===== src/inc/atrim_pkg.sv =====
// Constants shared by the alarm and timing trim register logic.
package atrim_pkg;

    // ------------------------------------------------------------------
    // Serial frame layout
    // ------------------------------------------------------------------
    localparam int          FRAME_BITS = 24;
    localparam int          ADDR_BITS  = 15;
    localparam int          DATA_BITS  = 8;
    localparam logic [4:0]  CMD_LAST   = 5'h0f;
    localparam logic [4:0]  FRAME_LAST = 5'h17;
    localparam int          RW_POS     = 23;

    // ------------------------------------------------------------------
    // Register offsets
    // ------------------------------------------------------------------
    localparam logic [14:0] OFF_ALARM_SUMMARY = 15'h02c0;
    localparam logic [14:0] OFF_ALARM_FLAGS   = 15'h02c1;
    localparam logic [14:0] OFF_ALARM_MASK    = 15'h02c2;

    localparam int TRIM_NUM       = 5;
    localparam int TRIM_DUAL_A    = 0;
    localparam int TRIM_DUAL_B    = 1;
    localparam int TRIM_IL_A_IN1  = 2;
    localparam int TRIM_IL_B_IN1  = 3;
    localparam int TRIM_IL_A_IN2  = 4;

    localparam logic [TRIM_NUM-1:0][14:0] TRIM_OFFSETS = {
        15'h031a, 15'h0315, 15'h0314, 15'h0313, 15'h0310
    };

    // ------------------------------------------------------------------
    // Alarm field layout and reset values
    // ------------------------------------------------------------------
    localparam int         MISMATCH_BIT  = 0;
    localparam int         REALIGN_BIT   = 2;
    localparam logic [7:0] ALARM_IMPL    = 8'h05;
    localparam logic [7:0] ALARM_FLAGS_RST = 8'h05;
    localparam logic [7:0] ALARM_MASK_RST  = 8'h05;
    localparam logic [7:0] TRIM_RST      = 8'h00;

    typedef enum logic [1:0] {
        SPI_IDLE,
        SPI_CMD,
        SPI_DATA,
        SPI_DONE
    } atrim_spi_e;

endpackage : atrim_pkg


===== src/hdl/atrim_trim_bank.sv =====
// Timing trim register bank loaded from fuse values.
`timescale 1ns/1ps

module atrim_trim_bank
    import atrim_pkg::*;
(
    // Clock and reset
    input  wire logic                              clk_i,
    input  wire logic                              rst_n_i,
    // Fuse load request and values
    input  wire logic                              reload_i,
    input  wire logic                              fuse_valid_i,
    input  wire logic [TRIM_NUM-1:0][DATA_BITS-1:0] fuse_trim_i,
    // Register writes
    input  wire logic [TRIM_NUM-1:0]               wr_en_i,
    input  wire logic [DATA_BITS-1:0]              wr_data_i,
    // Stored values
    output logic                                   loading_o,
    output logic      [TRIM_NUM-1:0][DATA_BITS-1:0] trim_o
);

    logic pending_reg;
    logic load_now;

    // Fuse values cannot be taken under the asynchronous reset, so a pending
    // flag holds off the copy until the clock runs after release.
    assign load_now  = pending_reg & fuse_valid_i;
    assign loading_o = pending_reg;

    always_ff @(posedge clk_i or negedge rst_n_i) begin
        if (!rst_n_i) begin
            pending_reg <= 1'b1;
        end else if (reload_i) begin
            pending_reg <= 1'b1;
        end else if (load_now) begin
            pending_reg <= 1'b0;
        end
    end

    // ------------------------------------------------------------------
    // One read/write trim byte per core and mode
    // ------------------------------------------------------------------
    for (genvar i = 0; i < TRIM_NUM; i++) begin : g_trim
        logic [DATA_BITS-1:0] value_reg;
        always_ff @(posedge clk_i or negedge rst_n_i) begin
            if (!rst_n_i) begin
                value_reg <= TRIM_RST;
            end else if (load_now) begin
                value_reg <= fuse_trim_i[i];
            end else if (wr_en_i[i] && !pending_reg) begin
                value_reg <= wr_data_i;
            end
        end
        assign trim_o[i] = value_reg;
    end

endmodule : atrim_trim_bank


===== src/hdl/atrim_regs.sv =====
// Alarm flag, alarm mask and timing trim registers behind the serial port.
//
// Overview of operation
// - The alarm flag register holds 0x05 after reset so both flags read set.
// - A SYSREF phase realignment event sets the flag in bit 2.
// - A channel A/B clock divider mismatch sets the flag in bit 0.
// - Writing one to a flag bit clears it and writing zero leaves it alone.
// - Power-on reset and soft reset both force every alarm flag to one.
// - The alarm mask register resets to 0x05 so both sources start suppressed.
// - With mask bit 2 set the realign flag does not reach the summary but still records.
// - With mask bit 0 set the mismatch flag does not reach the summary.
// - Bits 7 to 3 and bit 1 of the flag and mask registers are reserved zero.
// - Each trim register is an 8-bit read/write value setting one core's sampling instant.
// - Every trim register takes its value after reset from the fuse values.
// - Trim values stay readable and can be overwritten by software.
// - In dual mode core A uses the trim at 0x310 and core B the one at 0x313.
// - Interleaved mode uses 0x314 for core A input one, 0x315 for core B, 0x31A for core A input two.
// - The read-only summary bit at 0x2C0 bit 0 is one when any unmasked flag is set.
// - A status pin select routes the summary bit onto the calibration status pin.
`timescale 1ns/1ps

module atrim_regs
    import atrim_pkg::*;
(
    // Clock and reset
    input  wire logic                               clk_i,
    input  wire logic                               rst_n_i,
    input  wire logic                               soft_reset_i,
    // Serial configuration pins
    input  wire logic                               spi_sclk_i,
    input  wire logic                               spi_cs_n_i,
    input  wire logic                               spi_sdi_i,
    output logic                                    spi_sdo_o,
    output logic                                    spi_sdo_oe_o,
    // Alarm events
    input  wire logic                               realign_event_i,
    input  wire logic                               divider_mismatch_i,
    // Fuse values
    input  wire logic                               fuse_valid_i,
    input  wire logic [TRIM_NUM-1:0][DATA_BITS-1:0] fuse_trim_i,
    // Operating mode
    input  wire logic                               interleave_i,
    input  wire logic                               sample_in2_i,
    // Status pin
    input  wire logic                               status_pin_sel_i,
    input  wire logic                               cal_status_i,
    output logic                                    cal_status_o,
    output logic                                    alarm_summary_o,
    // Trim outputs
    output logic                                    trim_loading_o,
    output logic      [DATA_BITS-1:0]               core_a_trim_o,
    output logic      [DATA_BITS-1:0]               core_b_trim_o
);

    function automatic logic addr_is(input logic [14:0] a, input logic [14:0] off);
        addr_is = (a == off);
    endfunction : addr_is

    // ------------------------------------------------------------------
    // Pin synchronisers
    // ------------------------------------------------------------------
    logic [2:0] sclk_sync_reg;
    logic [1:0] csn_sync_reg;
    logic [1:0] sdi_sync_reg;

    always_ff @(posedge clk_i or negedge rst_n_i) begin
        if (!rst_n_i) begin
            sclk_sync_reg <= 3'h0;
            csn_sync_reg  <= 2'h3;
            sdi_sync_reg  <= 2'h0;
        end else begin
            sclk_sync_reg <= {sclk_sync_reg[1:0], spi_sclk_i};
            csn_sync_reg  <= {csn_sync_reg[0], spi_cs_n_i};
            sdi_sync_reg  <= {sdi_sync_reg[0], spi_sdi_i};
        end
    end

    logic sclk_rise;
    logic sclk_fall;
    logic cs_n_s;
    logic sdi_s;

    assign sclk_rise = sclk_sync_reg[1] & ~sclk_sync_reg[2];
    assign sclk_fall = ~sclk_sync_reg[1] & sclk_sync_reg[2];
    assign cs_n_s    = csn_sync_reg[1];
    assign sdi_s     = sdi_sync_reg[1];

    // ------------------------------------------------------------------
    // Serial frame engine
    // ------------------------------------------------------------------
    atrim_spi_e                spi_state_reg;
    logic [4:0]                bit_cnt_reg;
    logic [FRAME_BITS-2:0]     shift_in_reg;
    logic [DATA_BITS-1:0]      rd_shift_reg;
    logic                      is_read_reg;
    logic                      wr_stb_reg;
    logic [ADDR_BITS-1:0]      wr_addr_reg;
    logic [DATA_BITS-1:0]      wr_data_reg;
    logic [DATA_BITS-1:0]      rd_data;
    logic [ADDR_BITS-1:0]      cmd_addr;

    assign cmd_addr = shift_in_reg[ADDR_BITS-2:0] == 14'h0 ? {shift_in_reg[ADDR_BITS-2:0], sdi_s}
                                                          : {shift_in_reg[ADDR_BITS-2:0], sdi_s};

    always_ff @(posedge clk_i or negedge rst_n_i) begin
        if (!rst_n_i) begin
            spi_state_reg <= SPI_IDLE;
            bit_cnt_reg   <= 5'h00;
            shift_in_reg  <= '0;
            rd_shift_reg  <= 8'h00;
            is_read_reg   <= 1'b0;
            wr_stb_reg    <= 1'b0;
            wr_addr_reg   <= 15'h0000;
            wr_data_reg   <= 8'h00;
        end else begin
            wr_stb_reg <= 1'b0;
            if (cs_n_s) begin
                spi_state_reg <= SPI_IDLE;
                bit_cnt_reg   <= 5'h00;
            end else begin
                case (spi_state_reg)
                    SPI_IDLE: begin
                        spi_state_reg <= SPI_CMD;
                        bit_cnt_reg   <= 5'h00;
                    end
                    SPI_CMD: begin
                        if (sclk_rise) begin
                            shift_in_reg <= {shift_in_reg[FRAME_BITS-3:0], sdi_s};
                            bit_cnt_reg  <= bit_cnt_reg + 5'h01;
                            if (bit_cnt_reg == CMD_LAST) begin
                                is_read_reg   <= shift_in_reg[ADDR_BITS-1];
                                wr_addr_reg   <= cmd_addr;
                                rd_shift_reg  <= rd_data;
                                spi_state_reg <= SPI_DATA;
                            end
                        end
                    end
                    SPI_DATA: begin
                        if (sclk_fall) begin
                            rd_shift_reg <= {rd_shift_reg[DATA_BITS-2:0], 1'b0};
                        end
                        if (sclk_rise) begin
                            shift_in_reg <= {shift_in_reg[FRAME_BITS-3:0], sdi_s};
                            bit_cnt_reg  <= bit_cnt_reg + 5'h01;
                            if (bit_cnt_reg == FRAME_LAST) begin
                                wr_data_reg   <= {shift_in_reg[DATA_BITS-2:0], sdi_s};
                                wr_stb_reg    <= ~is_read_reg;
                                spi_state_reg <= SPI_DONE;
                            end
                        end
                    end
                    SPI_DONE: begin
                        spi_state_reg <= SPI_DONE;
                    end
                    default: begin
                        spi_state_reg <= SPI_IDLE;
                    end
                endcase
            end
        end
    end

    assign spi_sdo_o    = rd_shift_reg[DATA_BITS-1];
    assign spi_sdo_oe_o = is_read_reg & (spi_state_reg == SPI_DATA) & ~cs_n_s;

    // ------------------------------------------------------------------
    // Alarm flags and mask
    // ------------------------------------------------------------------
    logic [7:0] flags_reg;
    logic [7:0] flags_next;
    logic [7:0] mask_reg;
    logic [7:0] events;
    logic [7:0] w1c_bits;
    logic       wr_flags;
    logic       wr_mask;

    assign wr_flags = wr_stb_reg & addr_is(wr_addr_reg, OFF_ALARM_FLAGS);
    assign wr_mask  = wr_stb_reg & addr_is(wr_addr_reg, OFF_ALARM_MASK);
    assign events   = {5'h00, realign_event_i, 1'b0, divider_mismatch_i};
    assign w1c_bits = wr_flags ? wr_data_reg : 8'h00;
    // The set term is ORed last so a same-cycle event survives the clear.
    assign flags_next = ((flags_reg & ~w1c_bits) | events) & ALARM_IMPL;

    always_ff @(posedge clk_i or negedge rst_n_i) begin
        if (!rst_n_i) begin
            flags_reg <= ALARM_FLAGS_RST;
            mask_reg  <= ALARM_MASK_RST;
        end else if (soft_reset_i) begin
            flags_reg <= ALARM_FLAGS_RST;
            mask_reg  <= ALARM_MASK_RST;
        end else begin
            flags_reg <= flags_next;
            if (wr_mask) begin
                mask_reg <= wr_data_reg & ALARM_IMPL;
            end
        end
    end

    assign alarm_summary_o = |(flags_reg & ~mask_reg & ALARM_IMPL);
    assign cal_status_o    = status_pin_sel_i ? alarm_summary_o : cal_status_i;

    // ------------------------------------------------------------------
    // Trim bank and mode selection
    // ------------------------------------------------------------------
    logic [TRIM_NUM-1:0]                 trim_wr_en;
    logic [TRIM_NUM-1:0][DATA_BITS-1:0]  trim_vals;
    logic [DATA_BITS-1:0]                trim_rd;

    for (genvar i = 0; i < TRIM_NUM; i++) begin : g_trim_dec
        assign trim_wr_en[i] = wr_stb_reg & addr_is(wr_addr_reg, TRIM_OFFSETS[i]);
    end

    always_comb begin
        trim_rd = 8'h00;
        for (int i = 0; i < TRIM_NUM; i++) begin
            if (addr_is(cmd_addr, TRIM_OFFSETS[i])) begin
                trim_rd = trim_vals[i];
            end
        end
    end

    atrim_trim_bank u_trim_bank (
        .clk_i        (clk_i),
        .rst_n_i      (rst_n_i),
        .reload_i     (soft_reset_i),
        .fuse_valid_i (fuse_valid_i),
        .fuse_trim_i  (fuse_trim_i),
        .wr_en_i      (trim_wr_en),
        .wr_data_i    (wr_data_reg),
        .loading_o    (trim_loading_o),
        .trim_o       (trim_vals)
    );

    // Core B in interleaved mode has only the input-one trim in this bank.
    assign core_a_trim_o = !interleave_i ? trim_vals[TRIM_DUAL_A] :
                           sample_in2_i  ? trim_vals[TRIM_IL_A_IN2] :
                                           trim_vals[TRIM_IL_A_IN1];
    assign core_b_trim_o = interleave_i ? trim_vals[TRIM_IL_B_IN1] :
                                          trim_vals[TRIM_DUAL_B];

    // ------------------------------------------------------------------
    // Read data selection
    // ------------------------------------------------------------------
    assign rd_data = addr_is(cmd_addr, OFF_ALARM_SUMMARY) ? {7'h00, alarm_summary_o} :
                     addr_is(cmd_addr, OFF_ALARM_FLAGS)   ? flags_reg :
                     addr_is(cmd_addr, OFF_ALARM_MASK)    ? mask_reg :
                                                            trim_rd;

    // ------------------------------------------------------------------
    // Assertions
    // ------------------------------------------------------------------
    property p_flags_reset;
        @(posedge clk_i) disable iff (!rst_n_i)
        soft_reset_i |=> (flags_reg == 8'h05);
    endproperty
    a_flags_reset: assert property (p_flags_reset) else $error("flags not 0x05 after soft reset");

    property p_mask_reset;
        @(posedge clk_i) disable iff (!rst_n_i)
        soft_reset_i |=> (mask_reg == 8'h05) && alarm_summary_o == 1'b0;
    endproperty
    a_mask_reset: assert property (p_mask_reset) else $error("mask not 0x05 after soft reset");

    property p_realign_set;
        @(posedge clk_i) disable iff (!rst_n_i)
        realign_event_i |=> flags_reg[2];
    endproperty
    a_realign_set: assert property (p_realign_set) else $error("realign event lost");

    property p_mismatch_set;
        @(posedge clk_i) disable iff (!rst_n_i)
        divider_mismatch_i |=> flags_reg[0];
    endproperty
    a_mismatch_set: assert property (p_mismatch_set) else $error("mismatch event lost");

    property p_w1c_clear;
        @(posedge clk_i) disable iff (!rst_n_i)
        (wr_flags && wr_data_reg[2] && !realign_event_i && !soft_reset_i) |=> !flags_reg[2];
    endproperty
    a_w1c_clear: assert property (p_w1c_clear) else $error("write one did not clear");

    property p_w0_keep;
        @(posedge clk_i) disable iff (!rst_n_i)
        (wr_flags && !wr_data_reg[0] && flags_reg[0]) |=> flags_reg[0];
    endproperty
    a_w0_keep: assert property (p_w0_keep) else $error("write zero cleared flag");

    property p_clear_race;
        @(posedge clk_i) disable iff (!rst_n_i)
        (wr_flags && wr_data_reg[0] && divider_mismatch_i) |=> flags_reg[0];
    endproperty
    a_clear_race: assert property (p_clear_race) else $error("event lost to clear");

    property p_summary;
        @(posedge clk_i) disable iff (!rst_n_i)
        alarm_summary_o == ((flags_reg[2] && !mask_reg[2]) || (flags_reg[0] && !mask_reg[0]));
    endproperty
    a_summary: assert property (p_summary) else $error("summary bit wrong");

    property p_reserved;
        @(posedge clk_i) disable iff (!rst_n_i)
        ((flags_reg | mask_reg) & 8'hfa) == 8'h00;
    endproperty
    a_reserved: assert property (p_reserved) else $error("reserved bit set");

    property p_pin_route;
        @(posedge clk_i) disable iff (!rst_n_i)
        status_pin_sel_i |-> (cal_status_o == alarm_summary_o);
    endproperty
    a_pin_route: assert property (p_pin_route) else $error("summary not on status pin");

    property p_trim_write;
        @(posedge clk_i) disable iff (!rst_n_i)
        (trim_wr_en[TRIM_DUAL_A] && !trim_loading_o && !interleave_i && !soft_reset_i)
            ##1 !interleave_i |-> core_a_trim_o == $past(wr_data_reg);
    endproperty
    a_trim_write: assert property (p_trim_write) else $error("trim write not applied");

    c_realign: cover property (@(posedge clk_i) disable iff (!rst_n_i)
        wr_flags ##1 realign_event_i ##1 flags_reg[2]);
    c_read: cover property (@(posedge clk_i) disable iff (!rst_n_i)
        spi_sdo_oe_o ##1 spi_state_reg == SPI_DONE);
    c_summary: cover property (@(posedge clk_i) disable iff (!rst_n_i)
        wr_mask ##1 alarm_summary_o);

endmodule : atrim_regs


===== config.mk =====
export PLATFORM = sky130hd
export DESIGN_NAME = atrim_regs
export DESIGN_NICKNAME = d
export VERILOG_FILES = /design/src/inc/atrim_pkg.sv /design/src/hdl/atrim_trim_bank.sv /design/src/hdl/atrim_regs.sv
export SDC_FILE = /design/constraint.sdc
export NUM_CORES = 1
export LEC_CHECK = 0
export ABC_AREA = 1
export BUFFER_PORTS_ARGS = -buffer_cell sky130_fd_sc_hd__buf_2
export CAP_MARGIN = 10
export CORE_ASPECT_RATIO = 2
export CORE_MARGIN = 5
export CORE_UTILIZATION = 60
export CTS_CLUSTER_DIAMETER = 40
export DETAILED_ROUTE_END_ITERATION = 8
export PLACE_DENSITY = 0.83
export SKIP_CTS_REPAIR_TIMING = 1
export SLEW_MARGIN = 20
export SYNTH_ARGS = -nofsm -noshare
export SYNTH_HDL_FRONTEND = slang
export SYNTH_SLANG_ARGS = --single-unit

===== constraint.sdc =====
create_clock -name clk_i -period 3.29 [get_ports clk_i]
set_input_delay 0.4935 -clock clk_i [delete_from_list [all_inputs] [get_ports clk_i]]
set_output_delay 0.4935 -clock clk_i [all_outputs]
set_load 0.03 [all_outputs]

==> results of run 1 <==
[how the worst max path moves through the flow]
stage,from,endpoint,cells after the start
finish,spi_state_reg[0],spi_sdo_oe_o,5
global route,spi_state_reg[0],spi_sdo_oe_o,5
CTS,spi_state_reg[0],spi_sdo_oe_o,5
detailed placement,fuse_valid_i,u_trim_bank.g_trim[3].value_reg[3],6
global placement,fuse_valid_i,u_trim_bank.g_trim[3].value_reg[6],6
floorplan,flags_reg[0],cal_status_o,4
[through the flow]
stage / std cells / hold WS [ps]
2_1_floorplan: 707 / 198
3_3_place_gp: 864 / 334
3_5_place_dp: 864 / 341
4_1_cts: 880 / 215
5_1_grt: 880 / 232
6_report: 880 / 186
[routing by layer]
metal / global-route usage / part of all wire / vias to the layer above
li1: - / - / 2447
met1: 0.312 / 0.33 / 2467
met2: 0.527 / 0.53 / 234
met3: 0.0502 / 0.046 / 74
met4: 0.245 / 0.091 / 0
met5: 0 / 0 / -
[synth_stat cells (3+ instances only)]
| library cell | n |
|---|---|
| nor2_2 | 3 |
| dfrtp_1 | 100 |
| buf_1 | 4 |
| o21ai_0 | 53 |
| o22ai_1 | 4 |
| a21oi_1 | 32 |
| nand2_1 | 185 |
| a22oi_1 | 17 |
| clkbuf_1 | 13 |
| inv_1 | 73 |
| ha_1 | 5 |
| buf_2 | 4 |
| a31oi_1 | 7 |
| nor2_4 | 4 |
| nor2_1 | 82 |
| dfstp_2 | 7 |
| nor3_1 | 3 |
| o211ai_1 | 7 |
| nand4_1 | 11 |
| mux2_2 | 3 |
| nand3_1 | 70 |
[area by class of cell]
cell class / instances / area share
flip-flops and latches: 107 / 0.432
multi-input cells: 501 / 0.388
repair buffers: 79 / 0.0664
inverters: 75 / 0.0453
clock buffers: 11 / 0.0406
well taps: 102 / 0.0205
clock inverters: 5 / 0.00724
[worst max-delay path: cells and delay by family, from the launching register on]
kind	cells	cell delay, ps
adder cells (fa/ha/maj)	1	420
buffers and inverters	2	310
flip-flops	1	400
AND/OR/NAND/NOR	2	330
[power by group through the flow]
| stage | sequential, mW | clock (mW) | combinational [mW] |
|---|---|---|---|
| 2_1_floorplan | 1.67 | 0 | 0.603 |
| 3_3_place_gp | 1.73 | 0 | 0.835 |
| 3_5_place_dp | 1.73 | 0 | 0.863 |
| 4_1_cts | 1.71 | 1.08 | 0.871 |
| 5_1_grt | 1.73 | 1.14 | 0.979 |
| 6_report | 1.72 | 1.06 | 0.873 |
[kinds of logic after synthesis]
| logic type | after synthesis |
|---|---|
| XOR/XNOR | 2 |
| AND/OR/NAND/NOR | 366 |
| adder cells (fa/ha/maj) | 5 |
| AO/OA/AOI/OAI | 125 |
| buffers and inverters | 99 |
| multiplexers | 3 |
| flip-flops | 107 |
==> out/results.ini, run 1 <==
[run_status]
status = finished, final reports clean

[synthesis]
syn-cell-area_mm2 = 0.00549
synth_top_family_by_area = simple AND/OR/NAND/NOR gates
yosys.area_share.simple = 0.290
syn_area_per_cell_um2 = 7.77
synth_edf_count = 0
synth_area_leaders = dfrtp_1, nand2_1, nand3_1, nor2_1, inv_1
synth_seq_area_share = 0.489
synth_nets = 765
ys_async_sr_fraction = 1.00
synth_compound_area_frac = 0.129
synth.distinct_cells = 37
synthFlopType = dfrtp_1
yosysWarnings = 0
synth_mux_area_frac = 0.00615
synth_fa_ha_area_frac = 0.0114
yosys.area.top_type = dfrtp_1
synth_top_area_frac = 0.456
ys_ff_latch = 107
yosys.area_share.xor_xnor = 0.00319
syn_inst = 707

[timing]
post-route-period-util = 0.702
slew_viol_final = 0
fmax_mhz = 433
hold_violations = 0
period_minus_slack_ps = 2310
setup_viol = 0
skew_ps = 8.83
rsz0062_at_grt = false
layout_setup_ws_ps = 982
max-slew-margin-rel = 0.420
worst_pin_slew_ps = 868
fin_tns_setup_ps = 0

[drt]
drt-initial-drc-count = 380
route.vias.total = 5222
drtAntennaViolNets = 0
routedWlPerCell_um = 19.1
viasPerCell = 5.93
finalWirelength_mm = 16.8
drtPass1Iterations = 5
drcViolationCount = 0

[global_route]
grtUsageTotal = 0.305
grt_pass1_vias = 5371
grt_max_degree = 56
antenna_found_initial = 0
grt-ovfl-total = 0
grt_pass1_wl_mm = 26.8

[power]
switching_share = 0.354
power_frac_comb = 0.239
p_sw_mw = 1.29
power.internal_mw = 2.36
vdd_drop_max_mv = 0.524
cellLeakagePower_nw = 3.08
pwr-share-clk = 0.290
total_power_mw = 3.65
powerDensity_mw_per_mm2 = 587
pwr-share-seq = 0.471

[cells_and_area]
fin_area_mm2 = 0.00622
layout_common_cells = nand2_1, dfrtp_1, nor2_1
area_delta_synth_final_pct = 13.3
largest_reg_flops = 40
layout.core_utilization = 0.695
multiInputGateArea_mm2 = 0.00241
final_common_cell = nand2_1
register_area_mm2 = 0.00269
fin_nets = 831
antenna_cells = 0
n_fill_cell = 738
drive_gt1_frac = 0.150

[floorplan]
core-area_mm2 = 0.00895
die_h_um = 145
dieArea_mm2 = 0.0113
initial_utilization = 0.614
die_x_um = 77.7
rows = 49
io_pins = 74

[placed_design]
place_ws_ps = 1100
gp_congestion = 0.916
portBuffers = 73
dp_hpwl_mm = 13.0
place_area_mm2 = 0.00592

[setup_path]
r2r_end = rd_shift_reg[5]
worstSetupPathType = flop to output pin
cp.required_ps = 2800
rr_startpoint = shift_in_reg[10]
rrSetupSlack_ps = 1120
max_stage_delay_ps = 420
cpMaxStageDelayCell = ha_1
worst-r2r-cell-count = 10
startpoint_type = flop
cp_data_arrival_time_ps = 1810
cp-end-kind = output pin
crit_path_cell_trace = inv_1, ha_1, nand2_1, nor2_1, buf_2
crit_path_max_fanout = 11

[clock_tree]
numCtsBuffers = 9
htree_num_levels = 3
clock-sinks = 107
cts_buffer_depth = 2
clock-root-buffer = clkbuf_16
path_clk_slew_ps = 70
clk_latency_ps = 350
cts_tree = built

[run]
max-cap-violations = 0

[min_path]
holdCritPathClass = primary input to asynchronous set/reset pin

(Power assumes the default switching activity.)
==> run 2, diff against run 1 <==
CORE_UTILIZATION = 52   (was 60)
PLACE_DENSITY = 0.76   (was 0.83)
clock period = 2 ns   (was 3.29 ns; I/O delays follow)
==> run 2 against run 1 <==
Compared with the run above: combinational power rose by 71%; die area rose by 14%; sequential share of layout area fell by 1.3 points; cell count rose by 5.5%.
==> out/results.ini, run 2 (same netlist as run 1, synthesis figures left out) <==
[global_route]
grt_max_degree = 59  ; +5.4%
grt_pass1_vias = 5040  ; -6.2%
grtUsageTotal = 0.251  ; -0.0540
antenna_found_initial = 0  ; unchanged
grt-ovfl-total = 0  ; unchanged
grt_pass1_wl_mm = 24.3  ; -9.3%

[drt]
viasPerCell = 5.57  ; -6.1%
routedWlPerCell_um = 16.9  ; -12%
drcViolationCount = 0  ; unchanged
route.vias.total = 5171  ; -0.98%
finalWirelength_mm = 15.6  ; -6.9%
drt-initial-drc-count = 402  ; +5.8%
drtPass1Iterations = 6  ; +1
drtAntennaViolNets = 0  ; unchanged

[placed_design]
gp_congestion = 0.987  ; +7.8%
dp_hpwl_mm = 12.2  ; -6.6%
place_ws_ps = 76.1  ; -1020 ps
portBuffers = 73  ; unchanged
place_area_mm2 = 0.00609  ; +2.8%

[clock_tree]
numCtsBuffers = 9  ; unchanged
htree_num_levels = 3  ; unchanged
cts_tree = built
clk_latency_ps = 360  ; about the same
cts_buffer_depth = 2  ; unchanged
clock-sinks = 107  ; unchanged
path_clk_slew_ps = 70  ; about the same
clock-root-buffer = clkbuf_16

[floorplan]
die_h_um = 155  ; +6.9%
core-area_mm2 = 0.0104  ; +16%
io_pins = 74  ; unchanged
dieArea_mm2 = 0.0128  ; +14%
die_x_um = 82.7  ; +6.5%
initial_utilization = 0.528  ; -0.0861
rows = 53  ; +8.2%

[setup_path]
worstSetupPathType = flop to output pin
crit_path_max_fanout = 2  ; -9
rr_startpoint = shift_in_reg[10]
worstSetupStartpoint = flags_reg[2]
cpMaxStageDelayCell = dfstp_2
path_buf_inv = 3  ; +1
r2r_end = rd_shift_reg[7]
cp_common_cell = inv_1
startpoint_type = flop
worst-r2r-cell-count = 8  ; -2
max_stage_delay_ps = 540  ; +120 ps
rrSetupSlack_ps = 120  ; -1000 ps
cp.depth = 5  ; unchanged
crit_end = cal_status_o
crit_path_cell_trace = inv_1, o22ai_2, inv_1, a21oi_1, buf_2
cp_data_arrival_time_ps = 1660  ; -150 ps
cp.required_ps = 1700  ; -1100 ps
cp-end-kind = output pin
path_delay_family = flip-flops

[timing]
slew_viol_final = 0  ; unchanged
layout_setup_ws_ps = 40.0  ; -942 ps
fin_tns_setup_ps = 0  ; unchanged
hold_violations = 0  ; unchanged
setup_viol = 0  ; unchanged
rsz0062_at_grt = false
period_minus_slack_ps = 1960
post-route-period-util = 0.980
fmax_mhz = 510
skew_ps = 10.4  ; +1.57 ps
worst_pin_slew_ps = 790  ; -77.8 ps
max-slew-margin-rel = 0.471  ; +0.0513

[cells_and_area]
n_fill_cell = 972  ; +32%
fin_nets = 844  ; +1.6%
register_area_mm2 = 0.00269  ; unchanged
layout.core_utilization = 0.617  ; -0.0782
area_delta_synth_final_pct = 16.9
layout_common_cells = nand2_1, dfrtp_1, nor2_1
fin_area_mm2 = 0.00642  ; +3.2%
largest_reg_flops = 40  ; unchanged
antenna_cells = 0  ; unchanged
multiInputGateArea_mm2 = 0.00243  ; +0.47%
final_common_cell = nand2_1
drive_gt1_frac = 0.168  ; +0.0178

[power]
vdd_drop_max_mv = 0.626  ; +19%
cellLeakagePower_nw = 3.16  ; +2.4%
powerDensity_mw_per_mm2 = 956  ; +63%

[run]
max-cap-violations = 0  ; unchanged

[min_path]
holdCritPathClass = primary input to flop

[run_status]
status = finished, final reports clean

[run 2: cell count changes in the layout (fill, tap and decap cells not counted), sizes merged]
cell         previous run  this run
dlygate4sd3             0         1
clkbuf                 11         9
clkinv                  3         5
inv                    76        75
bufinv                  0         1
buf                    79        91
[run 2: worst register-to-register path: cells and delay by family (launching register included)]
kind	cells	cell delay [ps]
AND/OR/NAND/NOR	6	1130
flip-flops	1	400
AO/OA/AOI/OAI	2	220
[run 2: worst min path at each step]
| stage | from | to | slack [ps] | cells past startpoint |
|---|---|---|---|---|
| 6_report | spi_cs_n_i | csn_sync_reg[0] | 40 | 1 |
| 2_1_floorplan | rst_n_i | bit_cnt_reg[0] | 4 | 0 |
| 4_1_cts | rst_n_i | u_trim_bank.g_trim[2].value_reg[4] | -120 | 1 |
| 3_3_place_gp | rst_n_i | u_trim_bank.g_trim[2].value_reg[4] | 260 | 1 |
| 3_5_place_dp | rst_n_i | u_trim_bank.g_trim[2].value_reg[0] | 260 | 1 |
| 5_1_grt | spi_cs_n_i | csn_sync_reg[0] | 40 | 1 |
[run 2: final cells by class]
cell class	count	share of cell area
Timing Repair Buffer	92	0.0844
Clock buffer	9	0.0351
Inverter	75	0.0438
Clock inverter	7	0.0138
Tap cell	137	0.0267
Multi-Input combinational cell	501	0.378
Sequential cell	107	0.418
[run 2: where the power goes]
group	internal, mW	total, mW	switching, mW	leakage (nW)
logic	0.497	1.49	0.995	1.64
registers	2.50	2.79	0.290	1.36
clock network	0.994	1.86	0.864	0.149
[run 2: layer usage]
metal / routed length (um) / up-vias / global-route usage
li1: - / 2491 / -
met1: 5670 / 2442 / 0.263
met2: 8550 / 186 / 0.460
met3: 667 / 52 / 0.0365
met4: 760 / 0 / 0.133
met5: 0 / - / 0
[run 2: stage by stage]
stage / hold slack [ps] / total power, mW / instances
detailed placement: 256 / 4.28 / 911
global route: 36.2 / 6.46 / 928
global placement: 259 / 4.21 / 911
finish: 43.9 / 6.14 / 928
floorplan: 4.41 / 3.74 / 707
CTS: -116 / 6.15 / 927
==> run 3, diff against run 2 <==
CORE_UTILIZATION = 58   (was 52)
PLACE_DENSITY = 0.8   (was 0.76)
clock period = 1.85 ns   (was 2 ns; I/O delays follow)
==> run 3 against run 2 <==
Compared with the run above: the run now ends with negative setup slack left; total power grew 9.1%; final area grew 4.0%; critical path depth grew 5; routed wire length grew 21%; first-iteration DRC count grew 0.75%; die area shrank 9.4%; clock power shrank 3%; sequential power grew 11%; clock-buffer cell count grew 2; critical endpoint is now bit_cnt_reg[3]; global-route usage grew 7.0 points; critical path type is now flop to flop.
==> out/results.ini, run 3 (same netlist as run 1, synthesis figures left out) <==
[timing]
hold_slack_ps = 16.5  ; -27.4 ps
setup_viol = 3  ; +3
fmax_mhz = 537
hold_violations = 0  ; unchanged
layout_setup_ws_ps = -12.4  ; -52.4 ps
skew_ps = 9.27  ; -1.13 ps
period_minus_slack_ps = 1860
max-slew-margin-rel = 0.598  ; +0.127
worst_pin_slew_ps = 598  ; -193 ps
slew_viol_final = 0  ; unchanged
post-route-period-util = 1.01
rsz0062_at_grt = true

[global_route]
grt_max_degree = 42  ; -29%
grtUsageTotal = 0.320  ; +0.0696
grt_pass1_wl_mm = 27.9  ; +15%
grt-ovfl-total = 0  ; unchanged
grt_pass1_vias = 5292  ; +5.0%
antenna_found_initial = 0  ; unchanged

[cells_and_area]
layout_common_cells = nand2_1, dfrtp_1, buf_2
antenna_cells = 0  ; unchanged
fin_nets = 859  ; +1.8%
final_common_cell = nand2_1
layout.core_utilization = 0.717  ; +0.0998
drive_gt1_frac = 0.228  ; +0.0601
largest_reg_flops = 40  ; unchanged
finalNonFillerCells = 910  ; -1.9%
area_delta_synth_final_pct = 21.6

[drt]
viasPerCell = 5.92  ; +6.3%
drtPass1Iterations = 5  ; -1
drcViolationCount = 0  ; unchanged
routedWlPerCell_um = 20.7  ; +23%
route.vias.total = 5388  ; +4.2%
drt-initial-drc-count = 405  ; +0.75%
finalWirelength_mm = 18.9  ; +21%
drtAntennaViolNets = 0  ; unchanged

[clock_tree]
cts_tree = built
numCtsBuffers = 9  ; unchanged
clock-root-buffer = clkbuf_16
cts_buffer_depth = 2  ; unchanged
htree_num_levels = 3  ; unchanged
clk_latency_ps = 360  ; about the same
path_clk_slew_ps = 70  ; about the same
clock-sinks = 107  ; unchanged

[setup_path]
max_stage_delay_ps = 400  ; -140 ps
worstSetupPathType = flop to flop
cpMaxStageDelayCell = dfrtp_1
cp-end-kind = flop
cp_data_arrival_time_ps = 2110  ; +450 ps
startpoint_type = flop
crit_path_max_fanout = 4  ; +2
cp.required_ps = 2090  ; +390 ps
crit_path_cell_trace = inv_1, ha_1, inv_1, nor2_2, a22oi_2, inv_2, nor2_2, nand3_1, xor2_1, nor2_1

[floorplan]
dieArea_mm2 = 0.0116  ; -9.4%
io_pins = 74  ; unchanged
rows = 50  ; -5.7%
die_h_um = 148  ; -5.0%
die_x_um = 78.8  ; -4.7%
initial_utilization = 0.589  ; +0.0617
core-area_mm2 = 0.00932  ; -10%

[power]
cellLeakagePower_nw = 3.26  ; +3.4%
total_power_mw = 6.70  ; +9.1%
vdd_drop_max_mv = 0.925  ; +48%
powerDensity_mw_per_mm2 = 1000  ; +4.9%

[placed_design]
dp.cells = 882  ; -3.2%
dp_hpwl_mm = 14.0  ; +15%
gp_congestion = 1.07  ; +8.1%
portBuffers = 73  ; unchanged

[run_status]
violations = negative setup slack
status = complete, but fails checks

[min_path]
holdCritPathClass = primary input to flop

[run]
max-cap-violations = 0  ; unchanged

[run 3: where the power goes]
group	total, mW	leakage [nW]	internal (mW)	switching, mW
logic	1.81	1.78	0.621	1.19
clock network	1.80	0.124	0.922	0.880
registers	3.09	1.36	2.70	0.386
[run 3: final cells by class]
cell class / count / area, um^2
clock inverters: 5 / 38.8
inverters: 75 / 284
multi-input cells: 502 / 2600
fillers: 739 / 2640
flip-flops and latches: 107 / 2690
repair buffers: 106 / 711
well taps: 104 / 130
clock buffers: 11 / 233
[run 3: final timing paths]
path / start / to / slack [ps] / depth (start not counted)
max: spi_state_reg[0] / bit_cnt_reg[3] / -10 / 10
min: spi_cs_n_i / csn_sync_reg[0] / 20 / 1
max reg2reg: spi_state_reg[0] / bit_cnt_reg[3] / -10 / 10
min reg2reg: sclk_sync_reg[0] / sclk_sync_reg[1] / 360 / 0
max in group asynchronous: rst_n_i / csn_sync_reg[0] / 800 / 3
min in group asynchronous: rst_n_i / u_trim_bank.g_trim[2].value_reg[4] / 410 / 2
[run 3: through the flow]
stage / setup TNS (ps) / setup slack [ps] / area, um^2
finish: -17.9 / -12.4 / 6680
global route: -1400 / -94.8 / 6680
CTS: -312 / -40.9 / 6370
detailed placement: -152 / -30.4 / 6100
global placement: 0 / 17.8 / 6100
floorplan: 0 / 72.0 / 5500
[run 3: layer usage]
metal | GRT usage | vias up | routed length (um)
li1 | - | 2512 | -
met1 | 0.316 | 2542 | 6080
met2 | 0.579 | 243 | 10100
met3 | 0.0524 | 91 | 888
met4 | 0.245 | 0 | 1770
met5 | 0 | - | 0
[run 3: worst max-delay path: cells and delay by family, from the launching register on]
kind | cells | cell delay (ps)
buffers and inverters | 3 | 280
adders and majority gates | 1 | 320
xor gates and xnor gates | 1 | 190
DFF | 1 | 400
and+or+nand+nor | 4 | 350
AOI/OAI and AO/OA | 1 | 200
